`src/hw/vmr_pkg.sv`:
```
/*
 * Shared constants and types of the bus master mapping requester.
 * Assumes a 200 MHz core clock and a small local register port.
 */
package vmr_pkg;
    localparam int CLK_MHZ = 200;
    localparam int BURST_US = 15;
    // Longest hold rounds down to whole cycles
    localparam int BURST_CYC = BURST_US * CLK_MHZ;
    localparam logic [11:0] BURST_LOAD = 12'(BURST_CYC - 1);
    localparam int AM_W = 6;
    localparam logic [2:0] OFF_MAP0 = 3'h0;
    localparam logic [2:0] OFF_MAP1 = 3'h1;
    localparam logic [2:0] OFF_AMOD = 3'h2;
    localparam logic [2:0] OFF_STAT = 3'h3;
    localparam logic [2:0] OFF_MASK = 3'h4;
    localparam logic [2:0] OFF_IRQ = 3'h5;
    localparam logic [2:0] OFF_HDATA = 3'h6;
    localparam logic [2:0] OFF_XSTAT = 3'h7;
    localparam logic [2:0] PORT_A = 3'h1;
    localparam logic [2:0] PORT_B = 3'h3;
    localparam logic [2:0] PORT_C = 3'h5;
    localparam logic [15:0] MAP_RST = 16'h0000;
    localparam logic [5:0] AM_RST = 6'h00;
    localparam logic [7:0] VEC_RST = 8'h00;
    localparam logic [2:0] LVL_RST = 3'h0;
    localparam int EV_N = 4;
    localparam int EV_HOST = 0;
    localparam int EV_FAIL = 1;
    localparam int EV_BURST = 2;
    localparam int EV_BERR = 3;
    localparam int IRQ_GO = 11;
    localparam int SB_PEND = 1;
    localparam int SB_RDY = 3;
    typedef enum logic [2:0] {ST_IDLE, ST_REQ, ST_OWN, ST_STB, ST_DONE} vmr_state_t;
endpackage

```
`src/hw/vmr_cfg_if.sv`:
```
/*
 * Interface between the register bank and the bus master core.
 * Assumes both ends run on the same clock.
 */
`timescale 1ns/10ps
interface vmr_cfg_if;
    logic [15:0] map0;
    logic [15:0] map1;
    logic [5:0] am;
    logic [2:0] irq_lvl;
    logic [7:0] irq_vec;
    logic irq_pend;
    logic iack_done;
    logic [3:0] ev;
    modport regs(output map0, map1, am, irq_lvl, irq_vec, irq_pend, input iack_done, ev);
    modport core(input map0, map1, am, irq_lvl, irq_vec, irq_pend, output iack_done, ev);
endinterface

```
`src/hw/vmr_master_top.sv`:
```
/*
 * Bus master with two mapping windows, release-when-done requester,
 * bounded burst hold, byte lane swap and interrupter.
 * Assumes the local processor holds its request until acknowledged and
 * all bus pins and straps are asynchronous to clock_in.
 */
// The plain strobed port and the register offsets are this design's own decisions.
`timescale 1ns/10ps
// Function
// - Bus address joins local low 16 bits with a 16-bit map value.
// - Local address bit 16 picks one of two map registers.
// - A32 mode drives modifier lines from the host-written modifier register.
// - A24 mode takes modifier from low six bits of map upper byte.
// - A24 mode also places that map byte on address lines 31-24.
// - A32 mode uses all sixteen map bits as address.
// - A24 or A32 chosen by a static strap input.
// - 8 or 16-bit transfers with automatic byte lane swapping.
// - No local memory on the bus; host passes one byte via slave port.
// - Normal mode releases the bus after each completed bus cycle.
// - Request on one of four levels; other grants pass straight through.
// - No requests while ACFAIL or SYSFAIL; local access waits meanwhile unless a burst already holds the bus.
// - Burst mode holds the bus at most 15 us, then re-arbitrates.
// - Burst mode ignores bus clear and other requests when releasing.
// - Burst drives a fresh address each cycle; enabled by static strap.
// - Interrupt on any of seven levels with a software-set 8-bit vector.
// - Slave access to control registers, byte wide only.
// - Host writes modifier byte; low six bits kept and driven in A32.
module vmr_master_top import vmr_pkg::*; (
    input wire logic clock_in,
    input wire logic arst_n_in,
    input wire logic loc_req_in,
    input wire logic loc_we_in,
    input wire logic loc_byte_in,
    input wire logic [16:0] loc_addr_in,
    input wire logic [15:0] loc_wdata_in,
    output logic loc_ack_out,
    output logic [15:0] loc_rdata_out,
    input wire logic [2:0] reg_addr_in,
    input wire logic [15:0] reg_wdata_in,
    input wire logic reg_wr_in,
    input wire logic reg_rd_in,
    output logic [15:0] reg_rdata_out,
    output logic irq_out,
    input wire logic a24_master_strap_in,
    input wire logic burst_enable_strap_in,
    input wire logic [1:0] request_level_strap_in,
    input wire logic [3:0] vme_bgin_in,
    output logic [3:0] vme_bgout_out,
    output logic [3:0] vme_br_out,
    input wire logic vme_bbsy_in,
    output logic vme_bbsy_out,
    input wire logic vme_acfail_in,
    input wire logic vme_sysfail_in,
    output logic [31:0] vme_addr_out,
    output logic [5:0] vme_am_out,
    output logic vme_as_out,
    output logic [1:0] vme_ds_out,
    output logic vme_write_out,
    input wire logic [15:0] vme_data_in,
    output logic [15:0] vme_data_out,
    output logic vme_data_oe_out,
    input wire logic vme_dtack_in,
    input wire logic vme_berr_in,
    output logic vme_dtack_out,
    output logic [6:0] vme_irq_out,
    input wire logic vme_iack_in,
    input wire logic [2:0] vme_iack_lvl_in,
    input wire logic slv_wr_in,
    input wire logic slv_rd_in,
    input wire logic [2:0] slv_port_in,
    input wire logic [7:0] slv_data_in,
    output logic [7:0] slv_data_out
);
    localparam int SW = 46;
    typedef struct packed {
        vmr_state_t st;
        logic [3:0] br;
        logic [3:0] bgout;
        logic bbsy;
        logic [31:0] addr;
        logic [5:0] am;
        logic as;
        logic [1:0] ds;
        logic wr;
        logic [15:0] dout;
        logic doe;
        logic [16:0] laddr;
        logic lwe;
        logic lbyte;
        logic [15:0] lwdata;
        logic ack;
        logic [15:0] rdata;
        logic [11:0] btmr;
        logic [6:0] irq;
        logic vec_oe;
        logic dtack_o;
        logic iack_done;
        logic [3:0] ev;
    } vmr_core_t;

    vmr_core_t r;
    vmr_core_t next_r;
    vmr_cfg_if cfg();
    logic [SW-1:0] raw;
    logic [SW-1:0] syn;
    logic [3:0] bg_s;
    logic dtack_s;
    logic berr_s;
    logic acfail_s;
    logic sysfail_s;
    logic bbsy_s;
    logic iack_s;
    logic [2:0] iack_lvl_s;
    logic swr_s;
    logic srd_s;
    logic [2:0] sport_s;
    logic [7:0] sdata_s;
    logic [15:0] vdata_s;
    logic a24_s;
    logic burst_s;
    logic [1:0] lvl_s;
    logic fail;
    logic [15:0] map_sel;

    // Lane strobes: bit 1 is the even (upper) byte of the big-endian bus
    function automatic logic [1:0] lane_sel(input logic is_byte, input logic a0);
        lane_sel = is_byte ? (a0 ? 2'b01 : 2'b10) : 2'b11;
    endfunction

    function automatic logic [15:0] swap16(input logic [15:0] d);
        swap16 = {d[7:0], d[15:8]};
    endfunction

    assign raw = {vme_bgin_in, vme_dtack_in, vme_berr_in, vme_acfail_in,
        vme_sysfail_in, vme_bbsy_in, vme_iack_in, vme_iack_lvl_in, slv_wr_in,
        slv_rd_in, slv_port_in, slv_data_in, vme_data_in, a24_master_strap_in,
        burst_enable_strap_in, request_level_strap_in};
    assign {bg_s, dtack_s, berr_s, acfail_s, sysfail_s, bbsy_s, iack_s, iack_lvl_s,
        swr_s, srd_s, sport_s, sdata_s, vdata_s, a24_s, burst_s, lvl_s} = syn;

    vmr_sync #(.W(SW)) u_sync (
        .clock_in(clock_in),
        .arst_n_in(arst_n_in),
        .raw_in(raw),
        .sync_out(syn)
    );

    vmr_regs u_regs (
        .clock_in(clock_in),
        .arst_n_in(arst_n_in),
        .cfg(cfg.regs),
        .reg_addr_in(reg_addr_in),
        .reg_wdata_in(reg_wdata_in),
        .reg_wr_in(reg_wr_in),
        .reg_rd_in(reg_rd_in),
        .reg_rdata_out(reg_rdata_out),
        .slv_wr_in(swr_s),
        .slv_rd_in(srd_s),
        .slv_port_in(sport_s),
        .slv_data_in(sdata_s),
        .slv_data_out(slv_data_out),
        .irq_out(irq_out)
    );

    assign fail = acfail_s || sysfail_s;
    assign map_sel = r.laddr[16] ? cfg.map1 : cfg.map0;

    always_comb begin
        next_r = r;
        next_r.ack = 1'b0;
        next_r.iack_done = 1'b0;
        next_r.ev = 4'h0;
        next_r.ev[EV_FAIL] = fail;
        if (r.bbsy && r.btmr != 12'h000) begin
            next_r.btmr = r.btmr - 12'h001;
        end
        case (r.st)
            ST_IDLE: begin
                // A request during a power or system fault waits here
                if (loc_req_in && !r.ack && !fail) begin
                    next_r.laddr = loc_addr_in;
                    next_r.lwe = loc_we_in;
                    next_r.lbyte = loc_byte_in;
                    next_r.lwdata = loc_wdata_in;
                    next_r.st = ST_REQ;
                end
            end
            ST_REQ: begin
                next_r.br = 4'h0;
                if (!fail) begin
                    next_r.br[lvl_s] = 1'b1;
                    if (bg_s[lvl_s] && !bbsy_s) begin
                        next_r.br = 4'h0;
                        next_r.bbsy = 1'b1;
                        next_r.btmr = BURST_LOAD;
                        next_r.st = ST_OWN;
                    end
                end
            end
            ST_OWN: begin
                // Bit 0 of the address goes out on the bus and also picks the byte lane
                next_r.addr = {map_sel, r.laddr[15:0]};
                next_r.am = a24_s ? map_sel[13:8] : cfg.am;
                next_r.wr = r.lwe;
                next_r.dout = r.lbyte ? {2{r.lwdata[7:0]}} : swap16(r.lwdata);
                next_r.doe = r.lwe;
                next_r.st = ST_STB;
            end
            ST_STB: begin
                next_r.as = 1'b1;
                next_r.ds = lane_sel(r.lbyte, r.laddr[0]);
                if (dtack_s || berr_s) begin
                    next_r.as = 1'b0;
                    next_r.ds = 2'b00;
                    next_r.doe = 1'b0;
                    next_r.ack = 1'b1;
                    next_r.ev[EV_BERR] = berr_s;
                    if (!r.lbyte) begin
                        next_r.rdata = swap16(vdata_s);
                    end else if (r.laddr[0]) begin
                        next_r.rdata = {8'h00, vdata_s[7:0]};
                    end else begin
                        next_r.rdata = {8'h00, vdata_s[15:8]};
                    end
                    next_r.st = ST_DONE;
                end
            end
            ST_DONE: begin
                // Bus clear and other requests are not looked at here
                if (!dtack_s && !berr_s) begin
                    if (burst_s && loc_req_in && !r.ack && r.btmr != 12'h000) begin
                        next_r.laddr = loc_addr_in;
                        next_r.lwe = loc_we_in;
                        next_r.lbyte = loc_byte_in;
                        next_r.lwdata = loc_wdata_in;
                        next_r.st = ST_OWN;
                    end else begin
                        next_r.bbsy = 1'b0;
                        next_r.ev[EV_BURST] = burst_s && r.btmr == 12'h000;
                        next_r.st = ST_IDLE;
                    end
                end
            end
            default: begin
                next_r.st = ST_IDLE;
            end
        endcase
        // Own level passes its grant on only while this end is idle, neither asking nor holding the bus
        for (int i = 0; i < 4; i++) begin
            if (2'(i) == lvl_s) begin
                next_r.bgout[i] = bg_s[i] && r.st == ST_IDLE;
            end else begin
                next_r.bgout[i] = bg_s[i];
            end
        end
        next_r.irq = 7'h00;
        if (cfg.irq_pend && cfg.irq_lvl != 3'h0) begin
            next_r.irq[cfg.irq_lvl - 3'h1] = 1'b1;
        end
        if (iack_s && iack_lvl_s == cfg.irq_lvl && cfg.irq_pend && !r.vec_oe) begin
            next_r.vec_oe = 1'b1;
            next_r.iack_done = 1'b1;
            next_r.dout = {8'h00, cfg.irq_vec};
            next_r.doe = 1'b1;
        end else if (!iack_s && r.vec_oe) begin
            next_r.vec_oe = 1'b0;
            next_r.doe = 1'b0;
        end
        next_r.dtack_o = next_r.vec_oe || swr_s || srd_s;
    end

    always_ff @(posedge clock_in or negedge arst_n_in) begin
        if (!arst_n_in) begin
            r <= '0;
        end else begin
            r <= next_r;
        end
    end

    assign cfg.iack_done = r.iack_done;
    assign cfg.ev = r.ev;
    assign loc_ack_out = r.ack;
    assign loc_rdata_out = r.rdata;
    assign vme_bgout_out = r.bgout;
    assign vme_br_out = r.br;
    assign vme_bbsy_out = r.bbsy;
    assign vme_addr_out = r.addr;
    assign vme_am_out = r.am;
    assign vme_as_out = r.as;
    assign vme_ds_out = r.ds;
    assign vme_write_out = r.wr;
    assign vme_data_out = r.dout;
    assign vme_data_oe_out = r.doe;
    assign vme_dtack_out = r.dtack_o;
    assign vme_irq_out = r.irq;
endmodule

```
`src/hw/vmr_sync.sv`:
```
/*
 * Two flip-flop synchroniser for a vector of pin levels.
 * Assumes each bit is a level; multi-bit groups are qualified by a strobe.
 */
`timescale 1ns/10ps
module vmr_sync import vmr_pkg::*; #(
    parameter int W = 46
) (
    input wire logic clock_in,
    input wire logic arst_n_in,
    input wire logic [W-1:0] raw_in,
    output logic [W-1:0] sync_out
);
    typedef struct packed {
        logic [W-1:0] s1;
        logic [W-1:0] s2;
    } vmr_sync_t;
    vmr_sync_t r;
    vmr_sync_t next_r;

    always_comb begin
        next_r.s1 = raw_in;
        next_r.s2 = r.s1;
    end

    always_ff @(posedge clock_in or negedge arst_n_in) begin
        if (!arst_n_in) begin
            r <= '0;
        end else begin
            r <= next_r;
        end
    end

    assign sync_out = r.s2;
endmodule

```
`src/hw/vmr_regs.sv`:
```
/*
 * Local register bank, host byte slave ports and interrupt status.
 * Assumes slave strobes and data arrive already synchronised.
 */
`timescale 1ns/10ps
module vmr_regs import vmr_pkg::*; (
    input wire logic clock_in,
    input wire logic arst_n_in,
    vmr_cfg_if.regs cfg,
    input wire logic [2:0] reg_addr_in,
    input wire logic [15:0] reg_wdata_in,
    input wire logic reg_wr_in,
    input wire logic reg_rd_in,
    output logic [15:0] reg_rdata_out,
    input wire logic slv_wr_in,
    input wire logic slv_rd_in,
    input wire logic [2:0] slv_port_in,
    input wire logic [7:0] slv_data_in,
    output logic [7:0] slv_data_out,
    output logic irq_out
);
    typedef struct packed {
        logic [15:0] map0;
        logic [15:0] map1;
        logic [5:0] am;
        logic [3:0] stat;
        logic [3:0] mask;
        logic [2:0] lvl;
        logic [7:0] vec;
        logic pend;
        logic [7:0] hdata;
        logic rdy;
        logic [7:0] xstat;
        logic [15:0] rdata;
        logic [7:0] sdata;
        logic wr_d;
        logic rd_d;
        logic irq;
    } vmr_regs_t;
    localparam vmr_regs_t RST = '{map0: MAP_RST, map1: MAP_RST, am: AM_RST,
        vec: VEC_RST, lvl: LVL_RST, default: '0};
    vmr_regs_t r;
    vmr_regs_t next_r;
    logic wr_e;
    logic rd_e;
    logic [3:0] ev;

    always_comb begin
        next_r = r;
        wr_e = slv_wr_in && !r.wr_d;
        rd_e = slv_rd_in && !r.rd_d;
        ev = cfg.ev;
        next_r.wr_d = slv_wr_in;
        next_r.rd_d = slv_rd_in;
        next_r.rdata = 16'h0000;
        next_r.sdata = 8'h00;
        if (cfg.iack_done) begin
            next_r.pend = 1'b0;
        end
        if (reg_wr_in) begin
            case (reg_addr_in)
                OFF_MAP0: next_r.map0 = reg_wdata_in;
                OFF_MAP1: next_r.map1 = reg_wdata_in;
                OFF_STAT: next_r.stat = r.stat & ~reg_wdata_in[3:0];
                OFF_MASK: next_r.mask = reg_wdata_in[3:0];
                OFF_IRQ: begin
                    next_r.vec = reg_wdata_in[7:0];
                    next_r.lvl = reg_wdata_in[10:8];
                    next_r.pend = next_r.pend | reg_wdata_in[IRQ_GO];
                end
                OFF_XSTAT: next_r.xstat = reg_wdata_in[7:0];
                default: ;
            endcase
        end
        if (reg_rd_in) begin
            case (reg_addr_in)
                OFF_MAP0: next_r.rdata = r.map0;
                OFF_MAP1: next_r.rdata = r.map1;
                OFF_AMOD: next_r.rdata = {10'h000, r.am};
                OFF_STAT: next_r.rdata = {12'h000, r.stat};
                OFF_MASK: next_r.rdata = {12'h000, r.mask};
                OFF_IRQ: next_r.rdata = {4'h0, r.pend, r.lvl, r.vec};
                OFF_HDATA: begin
                    next_r.rdata = {7'h00, r.rdy, r.hdata};
                    next_r.rdy = 1'b0;
                end
                default: next_r.rdata = {8'h00, r.xstat};
            endcase
        end
        // Host reaches only these byte ports, never local memory
        if (wr_e && slv_port_in == PORT_C) begin
            next_r.am = slv_data_in[5:0];
        end
        if (wr_e && slv_port_in == PORT_B) begin
            next_r.hdata = slv_data_in;
            next_r.rdy = 1'b1;
            ev[EV_HOST] = 1'b1;
        end
        if (rd_e && slv_port_in == PORT_A) begin
            next_r.sdata = r.xstat;
        end
        if (rd_e && slv_port_in == PORT_B) begin
            next_r.sdata[SB_PEND] = r.pend;
            next_r.sdata[SB_RDY] = r.rdy;
        end
        // Events are applied last so a set beats a clear
        next_r.stat = next_r.stat | ev;
        next_r.irq = |(r.stat & r.mask);
    end

    always_ff @(posedge clock_in or negedge arst_n_in) begin
        if (!arst_n_in) begin
            r <= RST;
        end else begin
            r <= next_r;
        end
    end

    assign cfg.map0 = r.map0;
    assign cfg.map1 = r.map1;
    assign cfg.am = r.am;
    assign cfg.irq_lvl = r.lvl;
    assign cfg.irq_vec = r.vec;
    assign cfg.irq_pend = r.pend;
    assign reg_rdata_out = r.rdata;
    assign slv_data_out = r.sdata;
    assign irq_out = r.irq;
endmodule

```
`config.mk`:
```
export PLATFORM = sky130hd
export DESIGN_NAME = vmr_master_top
export DESIGN_NICKNAME = d
export VERILOG_FILES = /design/src/hw/vmr_pkg.sv /design/src/hw/vmr_cfg_if.sv /design/src/hw/vmr_master_top.sv /design/src/hw/vmr_sync.sv /design/src/hw/vmr_regs.sv
export SDC_FILE = /design/constraint.sdc
export NUM_CORES = 1
export LEC_CHECK = 0
export BUFFER_PORTS_ARGS = -buffer_cell sky130_fd_sc_hd__buf_2
export CELL_PAD_IN_SITES_DETAIL_PLACEMENT = 1
export CELL_PAD_IN_SITES_GLOBAL_PLACEMENT = 1
export CORE_ASPECT_RATIO = 1.1
export CORE_MARGIN = 2
export CORE_UTILIZATION = 49
export CTS_CLUSTER_DIAMETER = 40
export DETAILED_ROUTE_END_ITERATION = 7
export HOLD_SLACK_MARGIN = 0.02
export PLACE_DENSITY_LB_ADDON = 0.1
export SLEW_MARGIN = 0
export SYNTH_ARGS = -nofsm -noshare
export SYNTH_HDL_FRONTEND = slang
export SYNTH_HIERARCHICAL = 1
export SYNTH_SLANG_ARGS = --single-unit
```
`constraint.sdc`:
```
create_clock -name clock_in -period 3.9 [get_ports clock_in]
set_input_delay 0.78 -clock clock_in [delete_from_list [all_inputs] [get_ports clock_in]]
set_output_delay 0.78 -clock clock_in [all_outputs]
set_load 0.03 [all_outputs]
```
After elaboration in Yosys (flattened, before gate mapping)
Cells that the tools add are included.
- $lt $le $gt $ge: 4
- reductions and logical operators: 63
- eq/ne operators: 26
- bitwise operators: 5
- add/subtract/negate cells: 2
- multiplexer cells: 69
- operators with widths (operator ; number):
    one-hot mux 16 bit (7 select lines) ; 1
    2-to-1 mux 35 bit ; 3
    2-to-1 mux 16 bit ; 5
    one-hot mux 35 bit (2 select lines) ; 1
    2-to-1 mux 12 bit ; 5
    2-to-1 mux 17 bit ; 2
    2-to-1 mux 1 bit ; 29
    logical AND 1 bit ; 26
    2-to-1 mux 8 bit ; 3
    2-to-1 mux 7 bit ; 3
    2-to-1 mux 20 bit ; 1
    == test 3 bit (second input constant) ; 6
    AND reduction 2 bit ; 8
    == test 3 x 2 -> 1 bit (second input constant) ; 5
    one-hot mux 3 bit (5 select lines) ; 1
    inequality test 2 bit (second input constant) ; 7
    zero test 12 bit ; 1
    2-to-1 mux 3 bit ; 4
    nonzero test 12 bit ; 1
    subtractor 12 x 1 -> 12 bit (second input constant) ; 1
    AND reduction 5 bit ; 2
    nonzero test 2 bit ; 5
    == test 3 x 1 -> 1 bit (second input constant) ; 3
    zero test 1 bit ; 9
    other kinds (27) ; 37
- input bits: 105
- register bits: 342
- output and inout port bits: 118

Longest topological paths before layout
Gate-level depths: netlist (run 1).
- depth after elaboration: 7
- gate-level depth with buffers: 7

Hierarchy
The synthesis (run 1) kept the hierarchy.
- modules (own cells, without submodules) (module ; cells an instance ; times used ; area each (um^2) ; sequential area each (um^2)):
    vmr_master_top ; 686 ; 1 ; 7029.2 ; 3703.6
    vmr_regs ; 401 ; 1 ; 4922.2 ; 2552.4
    vmr_sync ; 92 ; 1 ; 2302.2 ; 2302.2

Worst setup path after synthesis (run 1)
No wires, ideal clock.
- kind: input-to-reg
- start: input port loc_req_in
- end: register r[77] in the netlist's numbering
- slack: 1.455 ns
- required time: 3.772 ns
- buffers on the path: 1
- stages: 5
- data arrival time: 2.317 ns
- setup time: 0.128 ns
- cell sequence: or4b_2 -> nor4_1 -> a21oi_4 -> buf_6 -> mux2_1
- word-level cells in the longest chain between the ends: 5
- elaborated cells on any way between the ends: 8
- those cells by class: eq/ne: 2; reduce/logical: 6
- RTL lines (item ; RTL line ; RTL):
    start, declared ; vmr_master_top.sv:31 ; input wire logic loc_req_in,
    logical AND 1 bit (3 in series) ; vmr_master_top.sv:231 ; if (burst_s && loc_req_in && !r.ack && r.btmr != 12'h000) begin
    inequality test 2 bit (no line) ; -- ;
    AND reduction 4 bit (no line) (*) ; -- ;
    end signal, assigned ; vmr_master_top.sv:276 ; r <= next_r;
    end, declared ; vmr_master_top.sv:101 ; vmr_core_t r;
Mark *: on every way between the ends. The rest lies on a longest branch, timed or not.
A chain may end at the register's enable or synchronous reset.

Worst setup path in the final report (run 1)
- start: register r[14] in the netlist's numbering
- end: register r[74] in the netlist's numbering
- word-level cells in the longest chain between the ends: 4
- RTL lines (item ; RTL line):
    nonzero test 12 bit ; vmr_master_top.sv:231
    logical AND 1 bit ; vmr_master_top.sv:231
    inequality test 2 bit (no line) ; --
    AND reduction 4 bit (no line) ; --
No other way between the ends.

==> impl_results.md, run 1 <==
* Layout Cells excl Fill at approximately 1600
* Hold Slack at roughly 0.26 ns
* Synth async-reset ratio at 1.000
* Largest net degree at the start of global routing at 95
* Unique masters post-synth at between 60 and 70
* Post-synth top area cell: dfrtp_1
* Clock slew at reported path FFs at 0.06 ns
* Share of cells above drive strength 1 at 0.3106
* Vias in the first global route at approximately 9400
* Final min period at 2.661 ns
* Drc violations at 0
* Die Wd at ~170 um
* Dominant synthesized flop cell: dfrtp_1
* CTS Buf Count at 42
* Mapped Area at between 10000 and 15000 um^2
* Final HPWL DP at roughly 22 mm
* Top-area cell type share of the netlist area at 0.6004
* R2R Setup Slk at around 1.2 ns
* Area Growth Syn to Fin at 12.67%
* Pwr/cell area at approximately 750 nW/um^2
* Register area share after synthesis at 0.6004
* CP Capture Type: register
* Cells after synthesis at ~1200
* Post-layout util at 0.5610
* Post_cts resized at 0
* Antenna Nets Post-Route at 0
* Die area at about 30000 um^2
* Crit-path max FO at 35
* Via density at about 5.2
* Sum of negative setup slack at 0 ns
* Slew margin rel. at 0.3189
* Commonest cells post-synth: dfrtp_1, buf_4, nand2_1
* RSZ-0062 raised after global routing: false
* Worst slew pin tran at 1.022 ns
* Routed via count at about 8600
* Run status: finished clean
* Synthesized flop and latch total at about 340
* Setup bufs post-CTS at 0
* YS warnings at 6
* R2R cell count at 7
* Die height at ~180 um
* Top-count cell post-synth: dfrtp_1
* Post-synth EDFFs at 0
* # IOs at 223
* Max Slew Vio Count at 0
* Total global routing track utilization at 0.2175
* Final hold violation count at 0
* Final worst slack at roughly 1.2 ns
* Wire length of the first global-routing pass at roughly 52 mm
* Worst Setup Path Type: reg2reg
* Place WS at 1.049 ns
* Hold_buf cts at 0
* H-tree level count at 2
* Critical Path Start Type: register
* Max-Cap Viols at 0
* RePlAce Congestion at ~0.80
* Post-synth net total at about 1300
* Worst Path Arrival at 3.07 ns
* Final nets at approximately 1400
* Fmax at between 0.3 and 0.4 GHz
* Placeable Area at between 20000 and 30000 um^2
* P_leak at around 7.8 nW
* VDD IR max at between 400 and 500 uV
* Routed WL per cell at ~20 um
* Placed Instances at 1571
* Root buf cell: clkbuf_16
* WL final at approximately 33 mm
* Req. time, crit path at between 4 and 5 ns
* Effective utilization at floorplan at 0.4979
* Mean Syn Cell Area at ~12 um^2
* DRT iter0 DRCs at 438
* CTS Buffer Depth at 3
* Largest cells by area after synthesis: dfrtp_1, buf_4, mux2_2
* Clock Skews at about 0.013 ns
* Clk sinks at 342
* Input/output buffers at between 200 and 250
* Pre-Repair DR Iteration Count at 4
* Worst min-delay path class: in2async
* Final setup vio count at 0
* Fillers at approximately 3000
* Placement Rows at 65
* Tcrit/Tclk final at 0.6822
* CTS tree: built
* Clock latency on the worst-skew pair at about 0.53 ns
* Grt ovf at 0
* Initial antenna violation count at 1
==> stage by stage <==
step,area [um^2],power [mW]
floorplan,14250,7.535
global placement,14510,7.802
detailed placement,14510,7.930
CTS,16050,12.25
global route,16050,12.71
finish,16060,12.09
==> worst paths after layout <==
kind | start | end
hold reg to reg | u_sync/next_r[3] | u_sync/sync_out[3]
setup / recovery | r[14] | r[74]
min in group clock_in | u_sync/next_r[3] | u_sync/sync_out[3]
setup reg to reg | r[14] | r[74]
max in group asynchronous | arst_n_in | vme_addr_out[11]
hold / removal | arst_n_in | vme_irq_out[6]
==> cell usage in the layout (no fill, tap or decap), drive strengths merged, types with 3 or more instances in the layout <==
| master | count |
|---|---|
| clkbuf | 49 |
| a22oi | 5 |
| clkinv | 8 |
| or2 | 5 |
| nor3 | 10 |
| dfrtp | 342 |
| o21ai | 69 |
| nor2 | 37 |
| or3b | 3 |
| nand3 | 10 |
| xor2 | 4 |
| o22ai | 7 |
| or3 | 9 |
| diode | 3 |
| nand2b | 5 |
| o31a | 5 |
| nor2b | 9 |
| nand2 | 157 |
| a21oi | 37 |
| nor4bb | 4 |
| inv | 19 |
| a21o | 4 |
| bufinv | 9 |
| buf | 233 |
| nor4 | 5 |
| o31ai | 3 |
| clkinvlp | 3 |
| a32o | 4 |
| a31oi | 11 |
| ha | 4 |
| and2 | 9 |
| or4 | 4 |
| mux2i | 53 |
| a21boi | 4 |
| mux2 | 106 |
| nand3b | 4 |
==> metal layers <==
layer	vias up	wire length, um	global-route usage
met5	-	0	0
met4	0	850	0.07000
met3	54	1785	0.05114
met2	213	16610	0.3807
met1	4391	13440	0.2680
li1	3984	-	-
==> flip-flops by register name, indices dropped and copies added, names as in the netlist, 16 cells and up <==
register,count
r,51
u_sync/next_r,46
u_sync/sync_out,46
vme_addr_out,32
u_regs/r,27
loc_rdata_out,16
u_regs/cfg.map0,16
u_regs/cfg.map1,16
u_regs/reg_rdata_out,16
vme_data_out,16
==> kinds of logic (layout without fill, tap and decap cells) <==
family / count (synthesis) / after routing / synth area share
AOI/OAI and AO/OA: 159 / 159 / 0.06628
xor gates and xnor gates: 5 / 5 / 0.003072
adders and majority gates: 4 / 4 / 0.003511
buffers and inverters: 222 / 321 / 0.1061
DFF: 342 / 342 / 0.6004
muxes: 161 / 161 / 0.1241
other: 1 / 4 / 0.0002631
and+or+nand+nor: 285 / 285 / 0.09621
==> power by group <==
part,internal [mW],switching (mW)
combinational,1.01,1.76
clock,2.70,1.55
sequential,4.41,0.666
==> final cells by class <==
type | instances | area, um^2 | share of cell area
well taps | 368 | 460.4 | 0.02867
repair buffers | 233 | 1241 | 0.07729
diodes | 3 | 7.507 | 0.0004675
clock inverters | 26 | 419.2 | 0.02610
inverters | 13 | 48.80 | 0.003039
clock buffers | 49 | 1127 | 0.07020
multi-input cells | 615 | 4197 | 0.2613
flip-flops and latches | 342 | 8558 | 0.5329
==> worst max-delay path, cell delays in order, from the launching register on <==
cell and delay, ns:
dfrtp_1 0.37, inv_1 0.12, ha_1 0.18, or4b_1 0.53, o31a_1 0.34, a21oi_4 0.15
buf_4 0.44, mux2_1 0.38
Power figures use the tool's default switching activity.
==> run 2: changes to the inputs <==
--- a/config.mk
+++ b/config.mk
@@ -10,7 +10,7 @@
 export CELL_PAD_IN_SITES_GLOBAL_PLACEMENT = 1
 export CORE_ASPECT_RATIO = 1.1
 export CORE_MARGIN = 2
-export CORE_UTILIZATION = 49
+export CORE_UTILIZATION = 41
 export CTS_CLUSTER_DIAMETER = 40
 export DETAILED_ROUTE_END_ITERATION = 7
 export HOLD_SLACK_MARGIN = 0.02
==> constraint.sdc (replaced) <==
create_clock -name clock_in -period 2.2 [get_ports clock_in]
set_input_delay 0.44 -clock clock_in [delete_from_list [all_inputs] [get_ports clock_in]]
set_output_delay 0.44 -clock clock_in [all_outputs]
set_load 0.03 [all_outputs]
==> impl_results.md, run 2 (synthesis gave the netlist of run 1 again) <==
* Routed via count at 9034 (+4.5%)
* R2R cell count at 9 (+2)
* CTS Buffer Depth at 3 (unchanged)
* Hold_sp: loc_wdata_in[11]
* Final nets at 1465 (+8.0%)
* Share of cells above drive strength 1 at 0.3632 (+0.05254)
* Drc violations at 0 (unchanged)
* Crit path cell chain: inv_2, ha_4, or4b_4, o31a_1, a21oi_4, buf_6, buf_12, buf_16, mux2_4
* Fillers at 3531 (+19%)
* Final HPWL DP at 23.52 mm (+4.7%)
* Comb pwr share at 0.252 (+0.023)
* Most common cell after layout, fill and taps aside: dfrtp_1
* Die area at 36270 um^2 (+19%)
* R2R Path End: r[60]
* Root buf cell: clkbuf_16
* Seq pwr share at 0.385 (-0.035)
* Slew margin rel. at 0.6243 (+0.3054)
* Sum of negative setup slack at -3.665 ns (-3.665 ns)
* Placement Rows at 71 (+9.2%)
* Worst min-delay path class: in2reg
* R2R Setup Slk at -0.14 ns (-1.38 ns)
* Crit-path slowest cell: or4b_4
* Clock power frac at 0.364 (+0.013)
* CP Capture Type: register
* WL final at 35.18 mm (+7.6%)
* Pwr/cell area at 1308 nW/um^2 (+74%)
* Final worst slack at -0.1428 ns (-1.382 ns)
* Biggest register: r
* Clock latency on the worst-skew pair at 0.55 ns (+0.02 ns)
* Wire length of the first global-routing pass at 55.51 mm (+6.5%)
* Fmax at 0.4268 GHz (+14%)
* Area Growth Syn to Fin at 23.58%
* Worst slew pin tran at 0.5593 ns (-0.4624 ns)
* P_leak at 8.621 nW (+11%)
* Worst Setup Path Type: reg2reg
* Largest net degree at the start of global routing at 76 (-20%)
* Clock Skews at 0.01867 ns (+0.005703 ns)
* Psw at 7.473 mW (+88%)
* Final min period at 2.343 ns (-0.3179 ns)
* Total global routing track utilization at 0.1969 (-0.02062)
* Internal power at 15.57 mW (+92%)
* Die Wd at 181.8 um (+9.1%)
* # IOs at 223 (unchanged)
* Hold path cells at 2
* Routed WL per cell at 19.13 um (-3.5%)
* Antenna Nets Post-Route at 0 (unchanged)
* Most frequent cells in the layout: dfrtp_1, buf_2, nand2_1, mux2_2, o21ai_0
* Initial antenna violation count at 9 (+8)
* Crit-path max FO at 5 (-86%)
* Input/output buffers at 222 (unchanged)
* Clock slew at reported path FFs at 0.06 ns (about the same)
* Failing checks: setup timing
* Final hold violation count at 0 (unchanged)
* Effective utilization at floorplan at 0.4168 (-0.08115)
* Via density at 4.912 (-6.3%)
* RePlAce Congestion at 0.8001 (+0.16%)
* RSZ-0062 raised after global routing: true
* Origin of the critical flop-to-flop path: r[15]
* Max-Cap Viols at 0 (unchanged)
* Switching portion of total power at 0.3243 (-0.004690)
* Final setup vio count at 35 (+35)
* DRT iter0 DRCs at 305 (-30%)
* Vias in the first global route at 9840 (+5.0%)
* CTS Buf Count at 49 (+17%)
* Run status: finished, violations left
* Critical Path Start Type: register
* Req. time, crit path at 2.62 ns (-1.69 ns)
* Max Slew Vio Count at 0 (unchanged)
* Grt ovf at 0 (unchanged)
* Pre-Repair DR Iteration Count at 4 (unchanged)
* Top Family by Delay on Critical Path: compound AO/OA/AOI/OAI gates
* CP bufs+invs at 4 (+2)
* VDD IR max at 718.8 uV (+64%)
* H-tree level count at 2 (unchanged)
* CTS tree: built
* Tcrit/Tclk final at 1.065 (+0.3827)
* Die height at 199.6 um (+9.1%)
* Worst-case hold path end point: r[54]
* Clk sinks at 342 (unchanged)
* CP peak stage delay at 0.46 ns (-0.07 ns)
* Worst Path Arrival at 2.76 ns (-0.31 ns)
* Number of flip-flops under the largest register name at 51 (unchanged)
* Placeable Area at 34200 um^2 (+19%)
* Final total power at 23.05 mW (+91%)
run 2: layout make-up:
class / instances / area [um^2] / share of cell area
flip-flops and latches: 342 / 8558 / 0.4859
multi-input cells: 615 / 4350 / 0.2470
repair buffers: 335 / 2327 / 0.1321
clock buffers: 55 / 1289 / 0.07316
well taps: 438 / 548.0 / 0.03111
clock inverters: 36 / 480.5 / 0.02728
inverters: 13 / 48.80 / 0.002770
diodes: 5 / 12.51 / 0.0007103
run 2: timing repair:
action / 4_1_cts / 5_1_grt
pin swaps: 3 / 2
hold buffers: 47 / 0
endpoints found under the hold margin: 77 / 0
buffers inserted: 7 / 3
gates resized for setup: 32 / 13
gates cloned: 3 / 3
setup endpoints to repair: 35 / 35
run 2: power by group through the flow:
| stage | Sequential, mW | Clock, mW | Combinational (mW) |
|---|---|---|---|
| 2_1_floorplan | 8.63 | 0 | 4.73 |
| 3_3_place_gp | 8.90 | 0 | 5.21 |
| 3_5_place_dp | 8.96 | 0 | 5.34 |
| 4_1_cts | 8.89 | 8.57 | 5.74 |
| 5_1_grt | 9.08 | 8.87 | 6.32 |
| 6_report | 8.87 | 8.38 | 5.80 |
run 2: worst max-delay path by stage:
stage / start / end / slack (ns) / cells past startpoint
after floorplan: r[14] / r[77] / -0.06 / 7
after global routing: r[15] / r[60] / -0.23 / 9
final: r[15] / r[60] / -0.14 / 9
after CTS: r[15] / r[60] / -0.13 / 9
after global placement: r[15] / r[47] / -0.13 / 7
after detailed placement: r[15] / r[72] / -0.15 / 7
run 2: per-layer routing:
layer | GRT usage | part of all wire
met1 | 0.2398 | 0.42
met2 | 0.3427 | 0.49
met3 | 0.05358 | 0.060
met4 | 0.05902 | 0.024
met5 | 0 | 0.0016
run 2: stage by stage:
stage	instances	worst slack, ns	hold WS [ns]	utilization	cell area (um^2)
final	1839	-0.1428	0.1193	0.5150	17610
after global routing	1835	-0.2297	0.1032	0.5147	17600
after CTS	1829	-0.1348	0.09105	0.5116	17500
after detailed placement	1681	-0.1477	0.3356	0.4385	15000
after global placement	1681	-0.1277	0.3314	0.4385	15000
after floorplan	1179	-0.06048	0.1444	-	14260
